## src/verilog/btm_params.svh

```systemverilog
`ifndef BTM_PARAMS_SVH
`define BTM_PARAMS_SVH

// Register addresses on the serial control port (7-bit).
`define BTM_ADDR_MODE 7'h04
`define BTM_ADDR_PEAK 7'h05

// Power-on and soft-reset values.
`define BTM_MODE_RESET 8'h20
`define BTM_PEAK_RESET 8'h00

// Low five bits forced on fail-safe entry: LIN wake capable, CAN wake capable.
`define BTM_FAILSAFE_LOW5 5'h09

// Only the peak threshold bit is implemented in the second register.
`define BTM_PEAK_MASK 8'h20

// Field positions in the mode register.
`define BTM_FLASH_BIT 7
`define BTM_LSM_BIT 6
`define BTM_TXTO_BIT 5
`define BTM_LIN_HI 4
`define BTM_LIN_LO 3
`define BTM_SWK_BIT 2
`define BTM_CAN_HI 1
`define BTM_CAN_LO 0
`define BTM_PEAK_BIT 5

// Serial frame layout: bit 0 is the write flag, bits 7:1 the address, 15:8 the data.
`define BTM_FRAME_BITS 16
`define BTM_ADDR_BYTE_BITS 8
`define BTM_WR_BIT 0

`endif

```

## src/verilog/btm_pkg.sv

```systemverilog
package btm_pkg;

	// Two-bit transceiver mode code, in code order 00, 01, 10, 11.
	typedef enum logic [1:0] {
		BTM_XCVR_OFF,
		BTM_XCVR_WAKE,
		BTM_XCVR_RX_ONLY,
		BTM_XCVR_NORMAL
	} btm_xcvr_mode_e;

	// Operating mode of the chip as reported by the chip's own mode controller.
	typedef enum logic [2:0] {
		BTM_CHIP_INIT,
		BTM_CHIP_NORMAL,
		BTM_CHIP_STOP,
		BTM_CHIP_SLEEP,
		BTM_CHIP_RESTART,
		BTM_CHIP_FAILSAFE
	} btm_chip_mode_e;

endpackage

```

## src/verilog/btm_frame_if.sv

```systemverilog
`timescale 1ns/1ps

interface btm_frame_if;
	logic [6:0] addr;
	logic wr;
	logic [7:0] data;
	logic addr_ready;
	logic frame_done;
	logic frame_bad;
	logic [7:0] rd_data;
	logic sdo;
	logic sdo_oe_n;

	modport rx (
		output addr,
		output wr,
		output data,
		output addr_ready,
		output frame_done,
		output frame_bad,
		output sdo,
		output sdo_oe_n,
		input rd_data
	);

	modport regs (
		input addr,
		input wr,
		input data,
		input addr_ready,
		input frame_done,
		input frame_bad,
		input sdo,
		input sdo_oe_n,
		output rd_data
	);
endinterface

```

## src/verilog/btm_mode_regs.sv

```systemverilog
// Behaviour
// - Mode register at 0x04, resets to 0x20
// - Restart keeps top three bits, reloads modes
// - Flash bit set disables LIN slope control
// - Low-slope bit selects slow LIN mode
// - Timeout control bit enables transmit supervision
// - LIN field: off, wake, receive, normal
// - CAN field: low bits mode, top selective wake
// - Device alters the selective wake bit only on soft reset and fail-safe entry
// - Slope bits act when chip select rises
// - Sleep without system error: normal becomes wake
// - Receive-only: wake on sleep, kept on stop
// - Wake or off modes stay unchanged
// - Fail-safe entry forces low bits 0 1001
// - Peak register at 0x05, restart keeps bit 5
// - Bit 5 selects higher regulator peak threshold
// - Peak bit writable only in init, normal
// - Refused stop-mode peak write raises no error
// - Reserved peak register bits read zero
`timescale 1ns/1ps
`include "btm_params.svh"

module btm_mode_regs (
	input wire logic clk_in,
	input wire logic resetn_in,
	input wire logic sclk_in,
	input wire logic chip_select_low_active_in,
	input wire logic sdi_in,
	input wire btm_pkg::btm_chip_mode_e chip_mode_in,
	input wire logic system_error_flag_in,
	input wire logic soft_reset_in,
	input wire logic [1:0] restart_lin_mode_in,
	input wire logic [1:0] restart_can_mode_in,
	output logic sdo_out,
	output logic sdo_oe_n_out,
	output logic lin_flash_out,
	output logic low_slope_bit_out,
	output logic transmit_timeout_control_bit_out,
	output btm_pkg::btm_xcvr_mode_e lin_mode_out,
	output btm_pkg::btm_xcvr_mode_e can_mode_out,
	output logic selective_wake_out,
	output logic peak_threshold_bit_out,
	output logic serial_error_set_out
);
	import btm_pkg::*;

	////////////////////////////////////////////////////////////////////////////////
	// Pin synchronisers.

	// The pins are asynchronous to clk_in, so each passes two flip-flops.
	// Serial clock edges are found by comparing the second stage with a third,
	// which keeps the first stage free of any other reader.
	logic [1:0] sclk_sync_ff, nxt_sclk_sync;
	logic [1:0] cs_sync_ff, nxt_cs_sync;
	logic [1:0] sdi_sync_ff, nxt_sdi_sync;
	logic sclk_last_ff, nxt_sclk_last;
	logic cs_last_ff, nxt_cs_last;

	always_comb begin
		nxt_sclk_sync = {sclk_sync_ff[0], sclk_in};
		nxt_cs_sync = {cs_sync_ff[0], chip_select_low_active_in};
		nxt_sdi_sync = {sdi_sync_ff[0], sdi_in};
		nxt_sclk_last = sclk_sync_ff[1];
		nxt_cs_last = cs_sync_ff[1];
	end

	always_ff @(posedge clk_in or negedge resetn_in) begin
		if (!resetn_in) begin
			sclk_sync_ff <= 2'h0;
			cs_sync_ff <= 2'h3;
			sdi_sync_ff <= 2'h0;
			sclk_last_ff <= 1'b0;
			cs_last_ff <= 1'b1;
		end else begin
			sclk_sync_ff <= nxt_sclk_sync;
			cs_sync_ff <= nxt_cs_sync;
			sdi_sync_ff <= nxt_sdi_sync;
			sclk_last_ff <= nxt_sclk_last;
			cs_last_ff <= nxt_cs_last;
		end
	end

	logic sclk_rise;
	logic sclk_fall;
	logic cs_active;
	logic cs_start;
	logic cs_end;

	assign sclk_rise = sclk_sync_ff[1] & ~sclk_last_ff;
	assign sclk_fall = ~sclk_sync_ff[1] & sclk_last_ff;
	assign cs_active = ~cs_sync_ff[1];
	assign cs_start = ~cs_sync_ff[1] & cs_last_ff;
	assign cs_end = cs_sync_ff[1] & ~cs_last_ff;

	////////////////////////////////////////////////////////////////////////////////
	// Serial frame handling.

	btm_frame_if frame ();

	btm_spi_frame #(
		.FRAME_BITS(`BTM_FRAME_BITS)
	) u_frame (
		.clk_in(clk_in),
		.resetn_in(resetn_in),
		.sclk_rise_in(sclk_rise),
		.sclk_fall_in(sclk_fall),
		.cs_active_in(cs_active),
		.cs_start_in(cs_start),
		.cs_end_in(cs_end),
		.sdi_in(sdi_sync_ff[1]),
		.bus(frame.rx)
	);

	////////////////////////////////////////////////////////////////////////////////
	// Helper functions.

	// CAN low bits after sleep entry; stop entry never reaches here, so a
	// receive-only setting made by the host survives stop mode.
	function automatic logic [1:0] can_on_sleep(input logic [1:0] can_low, input logic system_error_flag);
		logic [1:0] res;
		res = can_low;
		if (can_low == 2'(BTM_XCVR_NORMAL) && !system_error_flag) begin
			res = 2'(BTM_XCVR_WAKE);
		end else if (can_low == 2'(BTM_XCVR_RX_ONLY)) begin
			res = 2'(BTM_XCVR_WAKE);
		end
		return res;
	endfunction

	// Only init and normal mode accept host writes to the peak threshold; soft reset clears it in any mode.
	function automatic logic peak_writable(input btm_chip_mode_e m);
		return (m == BTM_CHIP_INIT) || (m == BTM_CHIP_NORMAL);
	endfunction

	////////////////////////////////////////////////////////////////////////////////
	// Register bank.

	logic [7:0] mode_ff, nxt_mode;
	logic [7:0] peak_ff, nxt_peak;
	btm_chip_mode_e chip_mode_last_ff, nxt_chip_mode_last;
	logic serr_ff, nxt_serr;

	logic enter_sleep;
	logic enter_fail;
	logic enter_restart;
	logic host_wr;

	assign enter_sleep = (chip_mode_in == BTM_CHIP_SLEEP) && (chip_mode_last_ff != BTM_CHIP_SLEEP);
	assign enter_fail = (chip_mode_in == BTM_CHIP_FAILSAFE) &&
		(chip_mode_last_ff != BTM_CHIP_FAILSAFE);
	assign enter_restart = (chip_mode_in == BTM_CHIP_RESTART) &&
		(chip_mode_last_ff != BTM_CHIP_RESTART);
	assign host_wr = frame.frame_done && frame.wr;

	always_comb begin
		nxt_mode = mode_ff;
		nxt_peak = peak_ff;
		nxt_chip_mode_last = chip_mode_in;
		// Frames of 1 to 15 bits are flagged; a refused peak write is not.
		nxt_serr = frame.frame_bad;
		// A host write is applied first, then any mode event overrides it, so
		// hardware updates are never lost to a write in the same cycle.
		if (host_wr) begin
			if (frame.addr == `BTM_ADDR_MODE) begin
				// Commit only at the end of a full frame, when chip select rises.
				nxt_mode = frame.data;
			end else if (frame.addr == `BTM_ADDR_PEAK) begin
				if (peak_writable(chip_mode_in)) begin
					nxt_peak = frame.data & `BTM_PEAK_MASK;
				end
			end
		end
		if (soft_reset_in) begin
			nxt_mode = `BTM_MODE_RESET;
			nxt_peak = `BTM_PEAK_RESET;
		end else if (enter_fail) begin
			nxt_mode[4:0] = `BTM_FAILSAFE_LOW5;
		end else if (enter_restart) begin
			nxt_mode[`BTM_LIN_HI:`BTM_LIN_LO] = restart_lin_mode_in;
			nxt_mode[`BTM_CAN_HI:`BTM_CAN_LO] = restart_can_mode_in;
			nxt_peak = peak_ff & `BTM_PEAK_MASK;
		end else if (enter_sleep) begin
			nxt_mode[`BTM_CAN_HI:`BTM_CAN_LO] =
				can_on_sleep(mode_ff[`BTM_CAN_HI:`BTM_CAN_LO], system_error_flag_in);
		end
	end

	always_ff @(posedge clk_in or negedge resetn_in) begin
		if (!resetn_in) begin
			mode_ff <= `BTM_MODE_RESET;
			peak_ff <= `BTM_PEAK_RESET;
			chip_mode_last_ff <= BTM_CHIP_INIT;
			serr_ff <= 1'b0;
		end else begin
			mode_ff <= nxt_mode;
			peak_ff <= nxt_peak;
			chip_mode_last_ff <= nxt_chip_mode_last;
			serr_ff <= nxt_serr;
		end
	end

	////////////////////////////////////////////////////////////////////////////////
	// Read path.

	// Addresses outside this block read as zero; the rest of the chip owns them.
	always_comb begin
		if (frame.addr == `BTM_ADDR_MODE) begin
			frame.rd_data = mode_ff;
		end else if (frame.addr == `BTM_ADDR_PEAK) begin
			frame.rd_data = peak_ff & `BTM_PEAK_MASK;
		end else begin
			frame.rd_data = 8'h00;
		end
	end

	////////////////////////////////////////////////////////////////////////////////
	// Transceiver control outputs.

	// The decoded controls are registered from the next register values so that
	// they track the bank in the same cycle and every output leaves a flip-flop.
	logic flash_ff, nxt_flash;
	logic lsm_ff, nxt_lsm;
	logic txto_ff, nxt_txto;
	btm_xcvr_mode_e lin_ff, nxt_lin;
	btm_xcvr_mode_e can_ff, nxt_can;
	logic swk_ff, nxt_swk;
	logic ipk_ff, nxt_ipk;

	always_comb begin
		nxt_flash = nxt_mode[`BTM_FLASH_BIT];
		nxt_lsm = nxt_mode[`BTM_LSM_BIT];
		nxt_txto = nxt_mode[`BTM_TXTO_BIT];
		nxt_lin = btm_xcvr_mode_e'(nxt_mode[`BTM_LIN_HI:`BTM_LIN_LO]);
		nxt_can = btm_xcvr_mode_e'(nxt_mode[`BTM_CAN_HI:`BTM_CAN_LO]);
		// Code 100 is off as well, so selective wake only counts with the CAN on.
		nxt_swk = nxt_mode[`BTM_SWK_BIT] && (nxt_can != BTM_XCVR_OFF);
		nxt_ipk = nxt_peak[`BTM_PEAK_BIT];
	end

	always_ff @(posedge clk_in or negedge resetn_in) begin
		if (!resetn_in) begin
			flash_ff <= 1'b0;
			lsm_ff <= 1'b0;
			txto_ff <= 1'b1;
			lin_ff <= BTM_XCVR_OFF;
			can_ff <= BTM_XCVR_OFF;
			swk_ff <= 1'b0;
			ipk_ff <= 1'b0;
		end else begin
			flash_ff <= nxt_flash;
			lsm_ff <= nxt_lsm;
			txto_ff <= nxt_txto;
			lin_ff <= nxt_lin;
			can_ff <= nxt_can;
			swk_ff <= nxt_swk;
			ipk_ff <= nxt_ipk;
		end
	end

	assign lin_flash_out = flash_ff;
	assign low_slope_bit_out = lsm_ff;
	assign transmit_timeout_control_bit_out = txto_ff;
	assign lin_mode_out = lin_ff;
	assign can_mode_out = can_ff;
	assign selective_wake_out = swk_ff;
	assign peak_threshold_bit_out = ipk_ff;
	assign serial_error_set_out = serr_ff;
	assign sdo_out = frame.sdo;
	assign sdo_oe_n_out = frame.sdo_oe_n;
endmodule

```

## src/verilog/btm_spi_frame.sv

```systemverilog
`timescale 1ns/1ps
`include "btm_params.svh"

module btm_spi_frame #(
	parameter int FRAME_BITS = `BTM_FRAME_BITS
) (
	input wire logic clk_in,
	input wire logic resetn_in,
	input wire logic sclk_rise_in,
	input wire logic sclk_fall_in,
	input wire logic cs_active_in,
	input wire logic cs_start_in,
	input wire logic cs_end_in,
	input wire logic sdi_in,
	btm_frame_if.rx bus
);
	import btm_pkg::*;

	localparam int CW = $clog2(FRAME_BITS + 1);
	localparam logic [CW-1:0] FULL = CW'(FRAME_BITS);
	localparam logic [CW-1:0] ADDR_AT = CW'(`BTM_ADDR_BYTE_BITS);

	// The field layout is fixed, so other frame lengths are refused when elaborating.
	if (FRAME_BITS != `BTM_FRAME_BITS) begin : g_bad_frame_bits
		$error("btm_spi_frame: only 16-bit frames are served");
	end

	logic [FRAME_BITS-1:0] rx_ff, nxt_rx;
	logic [FRAME_BITS-1:0] tx_ff, nxt_tx;
	logic [CW-1:0] cnt_ff, nxt_cnt;
	logic [6:0] addr_ff, nxt_addr;
	logic wr_ff, nxt_wr;
	logic [7:0] data_ff, nxt_data;
	logic ardy_ff, nxt_ardy;
	logic done_ff, nxt_done;
	logic bad_ff, nxt_bad;
	logic sdo_ff, nxt_sdo;
	logic oe_n_ff, nxt_oe_n;

	always_comb begin
		nxt_rx = rx_ff;
		nxt_tx = tx_ff;
		nxt_cnt = cnt_ff;
		nxt_addr = addr_ff;
		nxt_wr = wr_ff;
		nxt_data = data_ff;
		nxt_ardy = 1'b0;
		nxt_done = 1'b0;
		nxt_bad = 1'b0;
		nxt_sdo = sdo_ff;
		nxt_oe_n = ~cs_active_in;
		if (cs_start_in) begin
			nxt_cnt = '0;
			nxt_tx = '0;
			nxt_sdo = 1'b0;
		end else if (cs_end_in) begin
			nxt_done = (cnt_ff == FULL);
			nxt_bad = (cnt_ff != FULL) && (cnt_ff != '0);
			nxt_data = rx_ff[FRAME_BITS-1:FRAME_BITS-8];
		end else if (cs_active_in) begin
			if (sclk_rise_in && cnt_ff != FULL) begin
				// Least significant bit comes first on the line.
				nxt_rx = {sdi_in, rx_ff[FRAME_BITS-1:1]};
				nxt_cnt = cnt_ff + CW'(1);
				if (nxt_cnt == ADDR_AT) begin
					nxt_addr = nxt_rx[FRAME_BITS-1:FRAME_BITS-7];
					nxt_wr = nxt_rx[FRAME_BITS-8+`BTM_WR_BIT];
					nxt_ardy = 1'b1;
				end
			end
			if (ardy_ff) begin
				// Read data goes out in the second byte, before the eighth falling edge.
				nxt_tx = {{(FRAME_BITS-8){1'b0}}, bus.rd_data};
			end else if (sclk_fall_in) begin
				nxt_sdo = tx_ff[0];
				nxt_tx = tx_ff >> 1;
			end
		end
	end

	always_ff @(posedge clk_in or negedge resetn_in) begin
		if (!resetn_in) begin
			rx_ff <= '0;
			tx_ff <= '0;
			cnt_ff <= '0;
			addr_ff <= 7'h00;
			wr_ff <= 1'b0;
			data_ff <= 8'h00;
			ardy_ff <= 1'b0;
			done_ff <= 1'b0;
			bad_ff <= 1'b0;
			sdo_ff <= 1'b0;
			oe_n_ff <= 1'b1;
		end else begin
			rx_ff <= nxt_rx;
			tx_ff <= nxt_tx;
			cnt_ff <= nxt_cnt;
			addr_ff <= nxt_addr;
			wr_ff <= nxt_wr;
			data_ff <= nxt_data;
			ardy_ff <= nxt_ardy;
			done_ff <= nxt_done;
			bad_ff <= nxt_bad;
			sdo_ff <= nxt_sdo;
			oe_n_ff <= nxt_oe_n;
		end
	end

	assign bus.addr = addr_ff;
	assign bus.wr = wr_ff;
	assign bus.data = data_ff;
	assign bus.addr_ready = ardy_ff;
	assign bus.frame_done = done_ff;
	assign bus.frame_bad = bad_ff;
	assign bus.sdo = sdo_ff;
	assign bus.sdo_oe_n = oe_n_ff;
endmodule
```

## config.mk

```make
export PLATFORM = sky130hd
export DESIGN_NAME = btm_mode_regs
export DESIGN_NICKNAME = d
export VERILOG_FILES = /design/src/verilog/btm_pkg.sv /design/src/verilog/btm_frame_if.sv /design/src/verilog/btm_mode_regs.sv /design/src/verilog/btm_spi_frame.sv
export VERILOG_INCLUDE_DIRS = /design/src /design/src/verilog
export SDC_FILE = /design/constraint.sdc
export NUM_CORES = 1
export LEC_CHECK = 0
export ABC_CLOCK_PERIOD_IN_PS = 2800
export BUFFER_PORTS_ARGS = -buffer_cell sky130_fd_sc_hd__buf_2
export CAP_MARGIN = 10
export CORE_ASPECT_RATIO = 1.25
export CORE_MARGIN = 3
export CORE_UTILIZATION = 55
export CTS_CLUSTER_SIZE = 40
export DETAILED_ROUTE_END_ITERATION = 7
export PLACE_DENSITY_LB_ADDON = 0.3
export SETUP_SLACK_MARGIN = 0.2
export SKIP_CTS_REPAIR_TIMING = 1
export SYNTH_ARGS = -nofsm -noshare
export SYNTH_HDL_FRONTEND = slang
export SYNTH_SLANG_ARGS = --single-unit
```

## constraint.sdc

```tcl
create_clock -name clk_in -period 2.8 [get_ports clk_in]
set_clock_uncertainty 0.05 [all_clocks]
set_input_delay 0.7 -clock clk_in [delete_from_list [all_inputs] [get_ports clk_in]]
set_output_delay 0.7 -clock clk_in [all_outputs]
set_load 0.02 [all_outputs]
```

==> flow_summary.json, run 1 <==
{
  "p_leak_nw": 1.48,
  "worstSetupPathType": "reg2reg",
  "worstPathCellList": "inv_1 > ha_1 > nor3b_1 > a2111oi_4 > nand2_2 > nor3b_2 > buf_4 > mux2_2",
  "clkPwrFrac_pct": 39.7,
  "layout-drive-gt1-share_pct": 31.8,
  "stdcell_area_mm2": 0.00319,
  "io_pins": 26,
  "worstPathArrival_ns": 2.52,
  "dpl.hpwl_mm": 3.80,
  "setup_viol": 0,
  "ys_ff_latch": 63,
  "final_nets": 278,
  "async_flop_share_pct": 100,
  "placed_area_mm2": 0.00298,
  "die-height_um": 85.2,
  "wl_per_cell_um": 16.7,
  "postSynthCellCount": 225,
  "p_sw_mw": 0.488,
  "critPathLaunchType": "register",
  "clk_pin_slew_ns": 0.06,
  "drt-pass1-iter-count": 4,
  "comb_power_share_pct": 8.5,
  "cts_buffers": 9,
  "drc_errors": 0,
  "seq_area_frac_synth_pct": 57.3,
  "diodes": 0,
  "p_sw_share_pct": 23.8,
  "p_per_area_mw_per_mm2": 643,
  "worstPathRequired_ns": 2.96,
  "tritoncts": "built",
  "internal_power_mw": 1.56,
  "ant_nets": 0,
  "startpoint": "u_frame.cnt_ff[0]$_DFFE_PN0P_",
  "maxSlewHeadroom_pct": 47.3,
  "dieArea_mm2": 0.00591,
  "fin_crit_ns": 2.36,
  "post-route-period-util_pct": 84.2,
  "cts_root_buffer": "clkbuf_8",
  "grt_pass1_vias": 1927,
  "synth_top_area_cell": "dfrtp_1",
  "timing.fmax_mhz": 424,
  "rsz0062_at_grt": "no",
  "start_util_pct": 57.5,
  "fin_tns_setup_ns": 0,
  "dr.first_iter.drc_count": 85,
  "synth_nets": 244,
  "path_max_fanout": 8,
  "endpoint_kind": "register",
  "antenna_found_initial": 0,
  "grt_pass1_wl_mm": 9.20,
  "worst_pin_slew_ns": 0.781,
  "crit_family": "compound AO/OA/AOI/OAI gates",
  "yosysWarnings": 0,
  "cpMaxStageDelayCell": "a2111oi_4",
  "synth_area_leaders": "dfrtp_1 53%, mux2_2 9.8%, dfstp_2 3.8%, mux2i_1 3.3%, o21ai_0 3.1%",
  "syn2layout_area_growth_pct": 15.4,
  "syn_area_mm2": 0.00276,
  "ir_drop_mv": 0.357,
  "cap_violations": 0,
  "p_seq_share_pct": 51.7,
  "grt_overflow": 0,
  "io_buffer_count": 25,
  "synthDistinctLibCells": 49,
  "viasPerCell": 5.88,
  "track_usage_pct": 20.2,
  "place_congestion": 0.754,
  "slew_violations": 0,
  "grt_max_degree": 36,
  "die_x_um": 69.4,
  "rows": 28,
  "synth.avg_cell_area_um2": 12.3,
  "critPathMaxStageDelay_ns": 0.51,
  "hp-class": "reg2reg",
  "synth_edf_count": 0,
  "synth_top_area_share_pct": 53.5,
  "worstHoldStart": "sdi_sync_ff[0]$_DFF_PN0_",
  "max-clock-path-buffers": 2,
  "cp.buffers_inverters": 2,
  "status": "finished, final reports clean",
  "drt_wl_total_mm": 5.40,
  "coreArea_mm2": 0.00480,
  "clk_latency_ns": 0.33,
  "numClockSinks": 63,
  "vias": 1904,
  "ys.flop_type": "dfrtp_1",
  "hold_violations": 0,
  "r2r-start": "u_frame.cnt_ff[0]$_DFFE_PN0P_",
  "htree_levels": 3
}
cell type report:
| type | instances | area [um2] |
|---|---|---|
| Sequential cell | 63 | 1580 |
| Multi-Input combinational cell | 141 | 1080 |
| Clock inverter | 3 | 40.0 |
| Tap cell | 60 | 75.1 |
| Fill cell | 373 | 1610 |
| Timing Repair Buffer | 32 | 190 |
| Inverter | 12 | 45.0 |
| Clock buffer | 13 | 169 |
cells by family after synthesis:
| logic type | count (synthesis) | synth area share, % |
|---|---|---|
| DFF | 63 | 57.3 |
| and+or+nand+nor | 57 | 12.4 |
| AOI/OAI and AO/OA | 45 | 11.3 |
| muxes | 33 | 13.0 |
| buffers and inverters | 21 | 3.44 |
| adders and majority gates | 5 | 2.27 |
| xor gates and xnor gates | 1 | 0.317 |
synth_stat cells, types with 5 or more instances:
| cell type | count |
|---|---|
| a21oi_1 | 5 |
| a22oi_1 | 6 |
| dfrtp_1 | 59 |
| ha_1 | 5 |
| inv_1 | 11 |
| mux2_2 | 24 |
| mux2i_1 | 9 |
| nand2_1 | 13 |
| nor2_1 | 11 |
| o21ai_0 | 17 |
per-layer routing:
layer	vias to the layer above	part of all wire, %	track usage (%)	wire length, um
li1	881	-	-	-
met4	0	1.2	8.35	65
met3	6	4.3	5.45	230
met1	969	42	23.7	2280
met5	-	0	0	0
met2	48	52	35.2	2820
state kept, by name, summed over array words and instances (netlist names), 3 cells and up:
name / count
u_frame.cnt_ff: 5
mode_ff: 5
u_frame.bus.addr: 7
u_frame.bus.data: 8
u_frame.rx_ff: 8
chip_mode_last_ff: 3
u_frame.tx_ff: 8
worst reg2reg max path: stages (launching register included):
cell	delay, ns
dfrtp_1	0.45
inv_1	0.07
ha_1	0.19
nor3b_1	0.18
a2111oi_4	0.51
nand2_2	0.11
nor3b_2	0.16
buf_4	0.18
mux2_2	0.34
stage by stage:
stage	total power, mW	hold slack, ns	setup slack (ns)	utilization (%)	instances
after floorplan	1.17	0.281	0.323	-	225
after global placement	1.25	0.283	0.507	62.0	308
after detailed placement	1.25	0.287	0.450	62.0	308
after global routing	2.14	0.310	0.228	66.4	324
after CTS	2.07	0.302	0.434	66.4	324
final	2.05	0.300	0.442	66.4	324
worst paths after layout:
kind / end / slack (ns) / cells after the start
worst min register to register: sdi_sync_ff[1]$_DFF_PN0_ / 0.30 / 0
max in group asynchronous: cs_sync_ff[1]$_DFF_PN1_ / 1.68 / 2
min in group asynchronous: u_frame.tx_ff[4]$_DFFE_PN0P_ / 0.35 / 1
worst max register to register: u_frame.bus.addr[3]$_DFFE_PN0P_ / 0.44 / 8
worst max-delay path: u_frame.bus.addr[3]$_DFFE_PN0P_ / 0.44 / 8
worst min-delay path: sdi_sync_ff[1]$_DFF_PN0_ / 0.30 / 0
cells in the final DEF (no fill, tap or decap), types with 2 or more instances in the layout:
cell type and instances:
clkinv_2 2, nand2b_1 3, o21a_1 2, nor2b_1 2, dfstp_2 4, inv_1 11
nand4_1 2, dfrtp_1 59, nand2_1 13, o21ai_0 17, clkbuf_8 12, nor2_1 11
buf_4 6, mux2i_1 9, o31ai_1 2, and3_1 2, nand3b_1 3, nor3b_1 3
nand3_1 2, nor3_1 4, ha_1 5, a31oi_1 3, buf_2 25, mux2_2 24
a21oi_1 5, a22oi_1 6
power by group through the flow:
stage | combinational (mW) | clock [mW] | sequential (mW)
floorplan | 0.121 | 0 | 1.05
global route | 0.194 | 0.874 | 1.07
finish | 0.175 | 0.814 | 1.06
global placement | 0.171 | 0 | 1.07
detailed placement | 0.176 | 0 | 1.08
CTS | 0.177 | 0.830 | 1.06
Note: power is estimated with default switching activity, not from simulation.
==> inputs of run 2 (changes only) <==
--- a/config.mk
+++ b/config.mk
@@ -6,12 +6,13 @@
 export SDC_FILE = /design/constraint.sdc
 export NUM_CORES = 1
 export LEC_CHECK = 0
-export ABC_CLOCK_PERIOD_IN_PS = 2800
+export ABC_AREA = 1
+export ABC_CLOCK_PERIOD_IN_PS = 2100
 export BUFFER_PORTS_ARGS = -buffer_cell sky130_fd_sc_hd__buf_2
 export CAP_MARGIN = 10
 export CORE_ASPECT_RATIO = 1.25
 export CORE_MARGIN = 3
-export CORE_UTILIZATION = 55
+export CORE_UTILIZATION = 53
 export CTS_CLUSTER_SIZE = 40
 export DETAILED_ROUTE_END_ITERATION = 7
 export PLACE_DENSITY_LB_ADDON = 0.3
==> constraint.sdc (replaced) <==
create_clock -name clk_in -period 2.1 [get_ports clk_in]
set_clock_uncertainty 0.05 [all_clocks]
set_input_delay 0.525 -clock clk_in [delete_from_list [all_inputs] [get_ports clk_in]]
set_output_delay 0.525 -clock clk_in [all_outputs]
set_load 0.02 [all_outputs]
==> run 2 against run 1 <==
Compared with the run above:
- global-route usage shrank 0.50 points
- clock power rose by 16%
- wire length increased by 1.3%
- total power up 25%
- first-iteration DRC count up 62%
- sequential share of layout area fell by 0.94 points
- non-clock buffer count decreased by 2
- utilization is 3.4 points lower
- setup slack worse by 0.077 ns
- sequential power increased by 28%
- final area grew 1.9%
==> flow_summary.json, run 2 <==
{
  "postSynthCellCount": 318,
  "track_usage_pct": 19.7,
  "synth_top_area_cell": "dfrtp_1",
  "post-place-ws_ns": 0.270,
  "yosysMostFrequentCell": "nand2_1",
  "timing.fmax_mhz": 577,
  "syn2layout_area_growth_pct": 13.6,
  "seq_area_frac_synth_pct": 55.3,
  "reg2reg_slack_ns": 0.37,
  "status": "finished, final reports clean",
  "m1WireLength_mm": 2.40,
  "place_congestion": 0.873,
  "ys_ff_latch": 63,
  "ys_top_cells_by_count": "60 x nand2_1, 59 x dfrtp_1, 52 x inv_1",
  "worstSetupPathType": "reg2reg",
  "grt_max_degree": 30,
  "layout-drive-gt1-share_pct": 17.7,
  "io_pins": 26,
  "synth_edf_count": 0,
  "grt_pass1_wl_mm": 9.47,
  "fin_crit_ns": 1.73,
  "grt_overflow": 0,
  "worstPathArrival_ns": 1.91,
  "critPathLaunchType": "register",
  "drc_errors": 0,
  "clk_latency_ns": 0.33,
  "r2r-start": "u_frame.cnt_ff[0]$_DFFE_PN0P_",
  "vias": 2182,
  "placed_area_mm2": 0.00305,
  "rr_worst_depth": 10,
  "setup_ws_ns": 0.365,
  "fin_tns_setup_ns": 0,
  "drt-pass1-iter-count": 4,
  "met3_length_um": 257,
  "clk_pin_slew_ns": 0.06,
  "synth.avg_cell_area_um2": 8.99,
  "dr.first_iter.drc_count": 138,
  "coreArea_mm2": 0.00515,
  "ir_drop_mv": 0.404,
  "cts_root_buffer": "clkbuf_8",
  "final_common_cell": "nand2_1",
  "rsz0062_at_grt": "no",
  "p_leak_nw": 1.61,
  "die-height_um": 88.1,
  "hp-class": "in2async",
  "maxSlewHeadroom_pct": 67.4,
  "post-route-period-util_pct": 82.6,
  "critPathMaxStageDelay_ns": 0.42,
  "final_cell_mix": "60 x nand2_1, 59 x dfrtp_1, 52 x inv_1, 25 x buf_2, 23 x nand3_1",
  "max-clock-path-buffers": 2,
  "slew_violations": 0,
  "path_common_cell": "nand2_1",
  "cap_violations": 0,
  "worstPathCellList": "inv_1 > ha_1 > nand2_1 > nor2_1 > nand2_4 > nand3_4 > nor3_4 > buf_4 > nand2_1 > o21a_1",
  "worstReg2RegEnd": "u_frame.rx_ff[8]$_DFFE_PN0P_",
  "cpMaxStageDelayCell": "dfrtp_1",
  "numClockSinks": 63,
  "rows": 29,
  "dieArea_mm2": 0.00631,
  "p_per_area_mw_per_mm2": 787,
  "yosysWarnings": 0,
  "synthDistinctLibCells": 34,
  "synth_area_leaders": "dfrtp_1 52%, nand2_1 7.9%, inv_1 6.8%, nand3_1 4.0%, o21ai_1 3.9%",
  "cp.buffers_inverters": 2,
  "synth_top_area_share_pct": 51.7,
  "diodes": 0,
  "wl_per_cell_um": 13.1,
  "drt_wl_total_mm": 5.47,
  "ant_nets": 0,
  "async_flop_share_pct": 100,
  "worstPathRequired_ns": 2.27,
  "setup_viol": 0,
  "grt_pass1_vias": 2095,
  "htree_levels": 3,
  "path_max_fanout": 16,
  "tritoncts": "built",
  "dr.max_layer_used": "met4",
  "cts_buffers": 9,
  "endpoint_kind": "register",
  "viasPerCell": 5.22,
  "syn_area_mm2": 0.00286,
  "worst_pin_slew_ns": 0.484,
  "ys.flop_type": "dfrtp_1",
  "routed-wl-met2_mm": 2.71,
  "hold_violations": 0,
  "dpl.hpwl_mm": 4.03,
  "start_util_pct": 55.5,
  "crit_family": "simple AND/OR/NAND/NOR gates",
  "die_x_um": 71.7,
  "stdcell_area_mm2": 0.00325,
  "antenna_found_initial": 0,
  "io_buffer_count": 25,
  "synth_nets": 337,
  "final_nets": 370
}
[run 2: kinds of logic (layout without fill, tap and decap cells)]
family	Yosys count	after routing	share of synthesized area, %
AND/OR/NAND/NOR	117	117	18.7
AO/OA/AOI/OAI	63	63	13.1
buffers and inverters	67	105	9.72
flip-flops	63	63	55.3
XOR/XNOR	3	3	0.920
adder cells (fa/ha/maj)	5	5	2.19
[run 2: power by group]
part	internal, mW	switching, mW	total [mW]
registers	1.30	0.0556	1.36
logic	0.0848	0.164	0.249
clock network	0.528	0.420	0.948
[run 2: metal layers]
layer  GRT usage (%)  vias to the layer above
li1                -                     1082
met1            24.2                     1047
met2            32.2                       47
met3            4.71                        6
met4            10.6                        0
met5               0                        -
[run 2: worst max-delay path by stage]
stage	endpoint	slack, ns	from	cells past startpoint
finish	u_frame.rx_ff[8]$_DFFE_PN0P_	0.37	u_frame.cnt_ff[0]$_DFFE_PN0P_	10
global route	u_frame.rx_ff[8]$_DFFE_PN0P_	0.20	u_frame.cnt_ff[0]$_DFFE_PN0P_	10
CTS	u_frame.tx_ff[5]$_DFFE_PN0P_	0.25	u_frame.bus.sdo_oe_n$_DFF_PN1_	7
detailed placement	u_frame.tx_ff[5]$_DFFE_PN0P_	0.27	u_frame.bus.sdo_oe_n$_DFF_PN1_	7
global placement	u_frame.tx_ff[5]$_DFFE_PN0P_	0.33	u_frame.bus.sdo_oe_n$_DFF_PN1_	7
floorplan	u_frame.bus.addr[5]$_DFFE_PN0P_	0.32	u_frame.bus.sdo_oe_n$_DFF_PN1_	8
[run 2: final cells by class]
| cell class | count | area (um2) |
|---|---|---|
| repair buffers | 30 | 175 |
| multi-input cells | 188 | 1010 |
| well taps | 62 | 77.6 |
| clock buffers | 16 | 180 |
| flip-flops and latches | 63 | 1580 |
| inverters | 59 | 221 |
| fillers | 447 | 1910 |
[run 2: stage by stage]
stage | instances | hold slack, ns | util [%] | total power [mW]
2_1_floorplan | 318 | 0.179 | - | 1.53
3_3_place_gp | 402 | 0.282 | 59.3 | 1.62
3_5_place_dp | 402 | 0.290 | 59.3 | 1.63
4_1_cts | 418 | 0.0220 | 62.8 | 2.59
5_1_grt | 418 | 0.0464 | 63.0 | 2.69
6_report | 418 | 0.0310 | 63.0 | 2.55
==> inputs of run 3 (changes only) <==
--- a/config.mk
+++ b/config.mk
@@ -6,13 +6,13 @@
 export SDC_FILE = /design/constraint.sdc
 export NUM_CORES = 1
 export LEC_CHECK = 0
-export ABC_AREA = 1
-export ABC_CLOCK_PERIOD_IN_PS = 2100
+export ABC_AREA = 0
+export ABC_CLOCK_PERIOD_IN_PS = 1700
 export BUFFER_PORTS_ARGS = -buffer_cell sky130_fd_sc_hd__buf_2
 export CAP_MARGIN = 10
 export CORE_ASPECT_RATIO = 1.25
 export CORE_MARGIN = 3
-export CORE_UTILIZATION = 53
+export CORE_UTILIZATION = 55
 export CTS_CLUSTER_SIZE = 40
 export DETAILED_ROUTE_END_ITERATION = 7
 export PLACE_DENSITY_LB_ADDON = 0.3
==> constraint.sdc (replaced) <==
create_clock -name clk_in -period 1.7 [get_ports clk_in]
set_clock_uncertainty 0.05 [all_clocks]
set_input_delay 0.425 -clock clk_in [delete_from_list [all_inputs] [get_ports clk_in]]
set_output_delay 0.425 -clock clk_in [all_outputs]
set_load 0.02 [all_outputs]
==> run 3 against run 2 <==
Compared with the run above:
- fmax shrank 19%
- the run now ends with setup timing left
- highest routed layer unchanged
- count of clock-buffer cells in the layout is 6 lower
- wire length up 26%
- first-iteration DRC count decreased by 35%
==> flow_summary.json, run 3 (synthesis results as in run 1) <==
{
  "die-height_um": 85.2,
  "dieArea_mm2": 0.00591,
  "drt-pass1-iter-count": 4,
  "final_common_cell": "dfrtp_1",
  "dpl.hpwl_mm": 4.28,
  "dr.first_iter.drc_count": 90,
  "coreArea_mm2": 0.00480,
  "setup_ws_ns": -0.454,
  "critPathLaunchType": "register",
  "ant_nets": 0,
  "cts_buffers": 9,
  "fin_total_pwr_mw": 3.50,
  "wl_per_cell_um": 18.6,
  "slew_violations": 0,
  "worstPathRequired_ns": 1.87,
  "syn2layout_area_growth_pct": 37.8,
  "hold_violations": 0,
  "post-place-ws_ns": -0.397,
  "fill_cells": 261,
  "grt_pass1_wl_mm": 9.99,
  "worst_pin_slew_ns": 0.404,
  "track_usage_pct": 21.9,
  "utilization_pct": 79.3,
  "hold_slack_ns": 0.125,
  "setup_viol": 40,
  "post-route-period-util_pct": 127,
  "timing.fmax_mhz": 464,
  "rows": 28,
  "antenna_found_initial": 0,
  "vias": 2158,
  "rsz0062_at_grt": "yes",
  "place_congestion": 0.895,
  "status": "complete, but fails checks",
  "clk_pin_slew_ns": 0.08,
  "worstSetupPathType": "reg2reg",
  "numClockSinks": 63,
  "grt_overflow": 0,
  "tritoncts": "built",
  "endpoint_kind": "register",
  "die_x_um": 69.4,
  "worstPathArrival_ns": 2.32,
  "max-clock-path-buffers": 2,
  "diodes": 0,
  "final_cell_mix": "58 x dfrtp_1, 37 x buf_4, 23 x buf_2, 16 x o21ai_1, 16 x mux2_4",
  "cap_violations": 0,
  "fin_crit_ns": 2.15,
  "htree_levels": 3,
  "instances_no_fill": 370,
  "grt_max_degree": 26,
  "grt_pass1_vias": 2112,
  "ir_drop_mv": 0.538,
  "clk_latency_ns": 0.34,
  "drt_wl_total_mm": 6.90,
  "final_nets": 324,
  "violations": "setup timing",
  "drc_errors": 0,
  "layout-drive-gt1-share_pct": 47.7,
  "io_pins": 26,
  "hp-class": "in2reg",
  "maxSlewHeadroom_pct": 72.7,
  "viasPerCell": 5.83,
  "dpl.cell_count": 342,
  "io_buffer_count": 25,
  "start_util_pct": 57.5,
  "p_per_area_mw_per_mm2": 919,
  "p_leak_nw": 1.79,
  "cts_root_buffer": "clkbuf_8",
  "path_max_fanout": 8
}
run 3: changes by cell type in the layout (fill, tap and decap cells not counted), moves of 6 or more:
cell,before,now
buf_4,4,37
buf_6,0,12
inv_1,52,10
mux2_2,0,8
mux2_4,0,16
mux2i_1,0,9
nand2_1,60,12
nand3_1,23,2
nor2_1,20,10
o21ai_0,18,1
o21ai_1,22,16
run 3: final cells by class:
type	count	area [um2]	share of cell area, %
timing repair buffer	78	633	16.6
multi-input combinational	141	1270	33.4
sequential	63	1580	41.6
tap	60	75.1	1.97
clock inverter	6	60.1	1.58
inverter	12	45.0	1.18
clock buffer	10	138	3.62
run 3: path summary, 6_finish.rpt:
check | from | end | slack, ns | cells after the start
setup / recovery | u_frame.cnt_ff[0]$_DFFE_PN0P_ | u_frame.bus.addr[6]$_DFFE_PN0P_ | -0.45 | 8
hold / removal | chip_select_low_active_in | cs_sync_ff[0]$_DFF_PN1_ | 0.13 | 1
setup reg to reg | u_frame.cnt_ff[0]$_DFFE_PN0P_ | u_frame.bus.addr[6]$_DFFE_PN0P_ | -0.45 | 8
hold reg to reg | sclk_sync_ff[0]$_DFF_PN0_ | sclk_sync_ff[1]$_DFF_PN0_ | 0.30 | 0
max in group asynchronous | resetn_in | cs_sync_ff[0]$_DFF_PN1_ | 0.58 | 3
min in group asynchronous | resetn_in | serial_error_set_out$_DFF_PN0_ | 0.46 | 2
run 3: metrics by stage:
stage	setup TNS, ns	instance area [um2]
finish	-11.90	3800
global route	-15.40	3800
CTS	-9.23	3500
detailed placement	-8.37	3310
global placement	-6.96	3310
floorplan	-9.63	2840
run 3: power by group:
group          internal (mW)  switching [mW]  leakage, nW
clock network          0.708           0.583       0.0981
logic                  0.258           0.193        0.861
registers               1.63           0.121        0.831
total                   2.60           0.897         1.79
run 3: per-layer routing:
layer,track usage (%),vias up,wire [um]
met5,0,-,0
met4,7.99,0,192
met3,6.64,19,314
met2,38.0,66,3610
met1,25.7,1091,2780
li1,-,982,-
run 3: critical path, stage by stage (launching register included):
cell,delay [ns]
dfrtp_1,0.36
inv_1,0.05
ha_2,0.16
nor3b_4,0.16
a2111oi_4,0.43
nand2_2,0.13
nor3b_4,0.22
buf_12,0.16
mux2_4,0.30
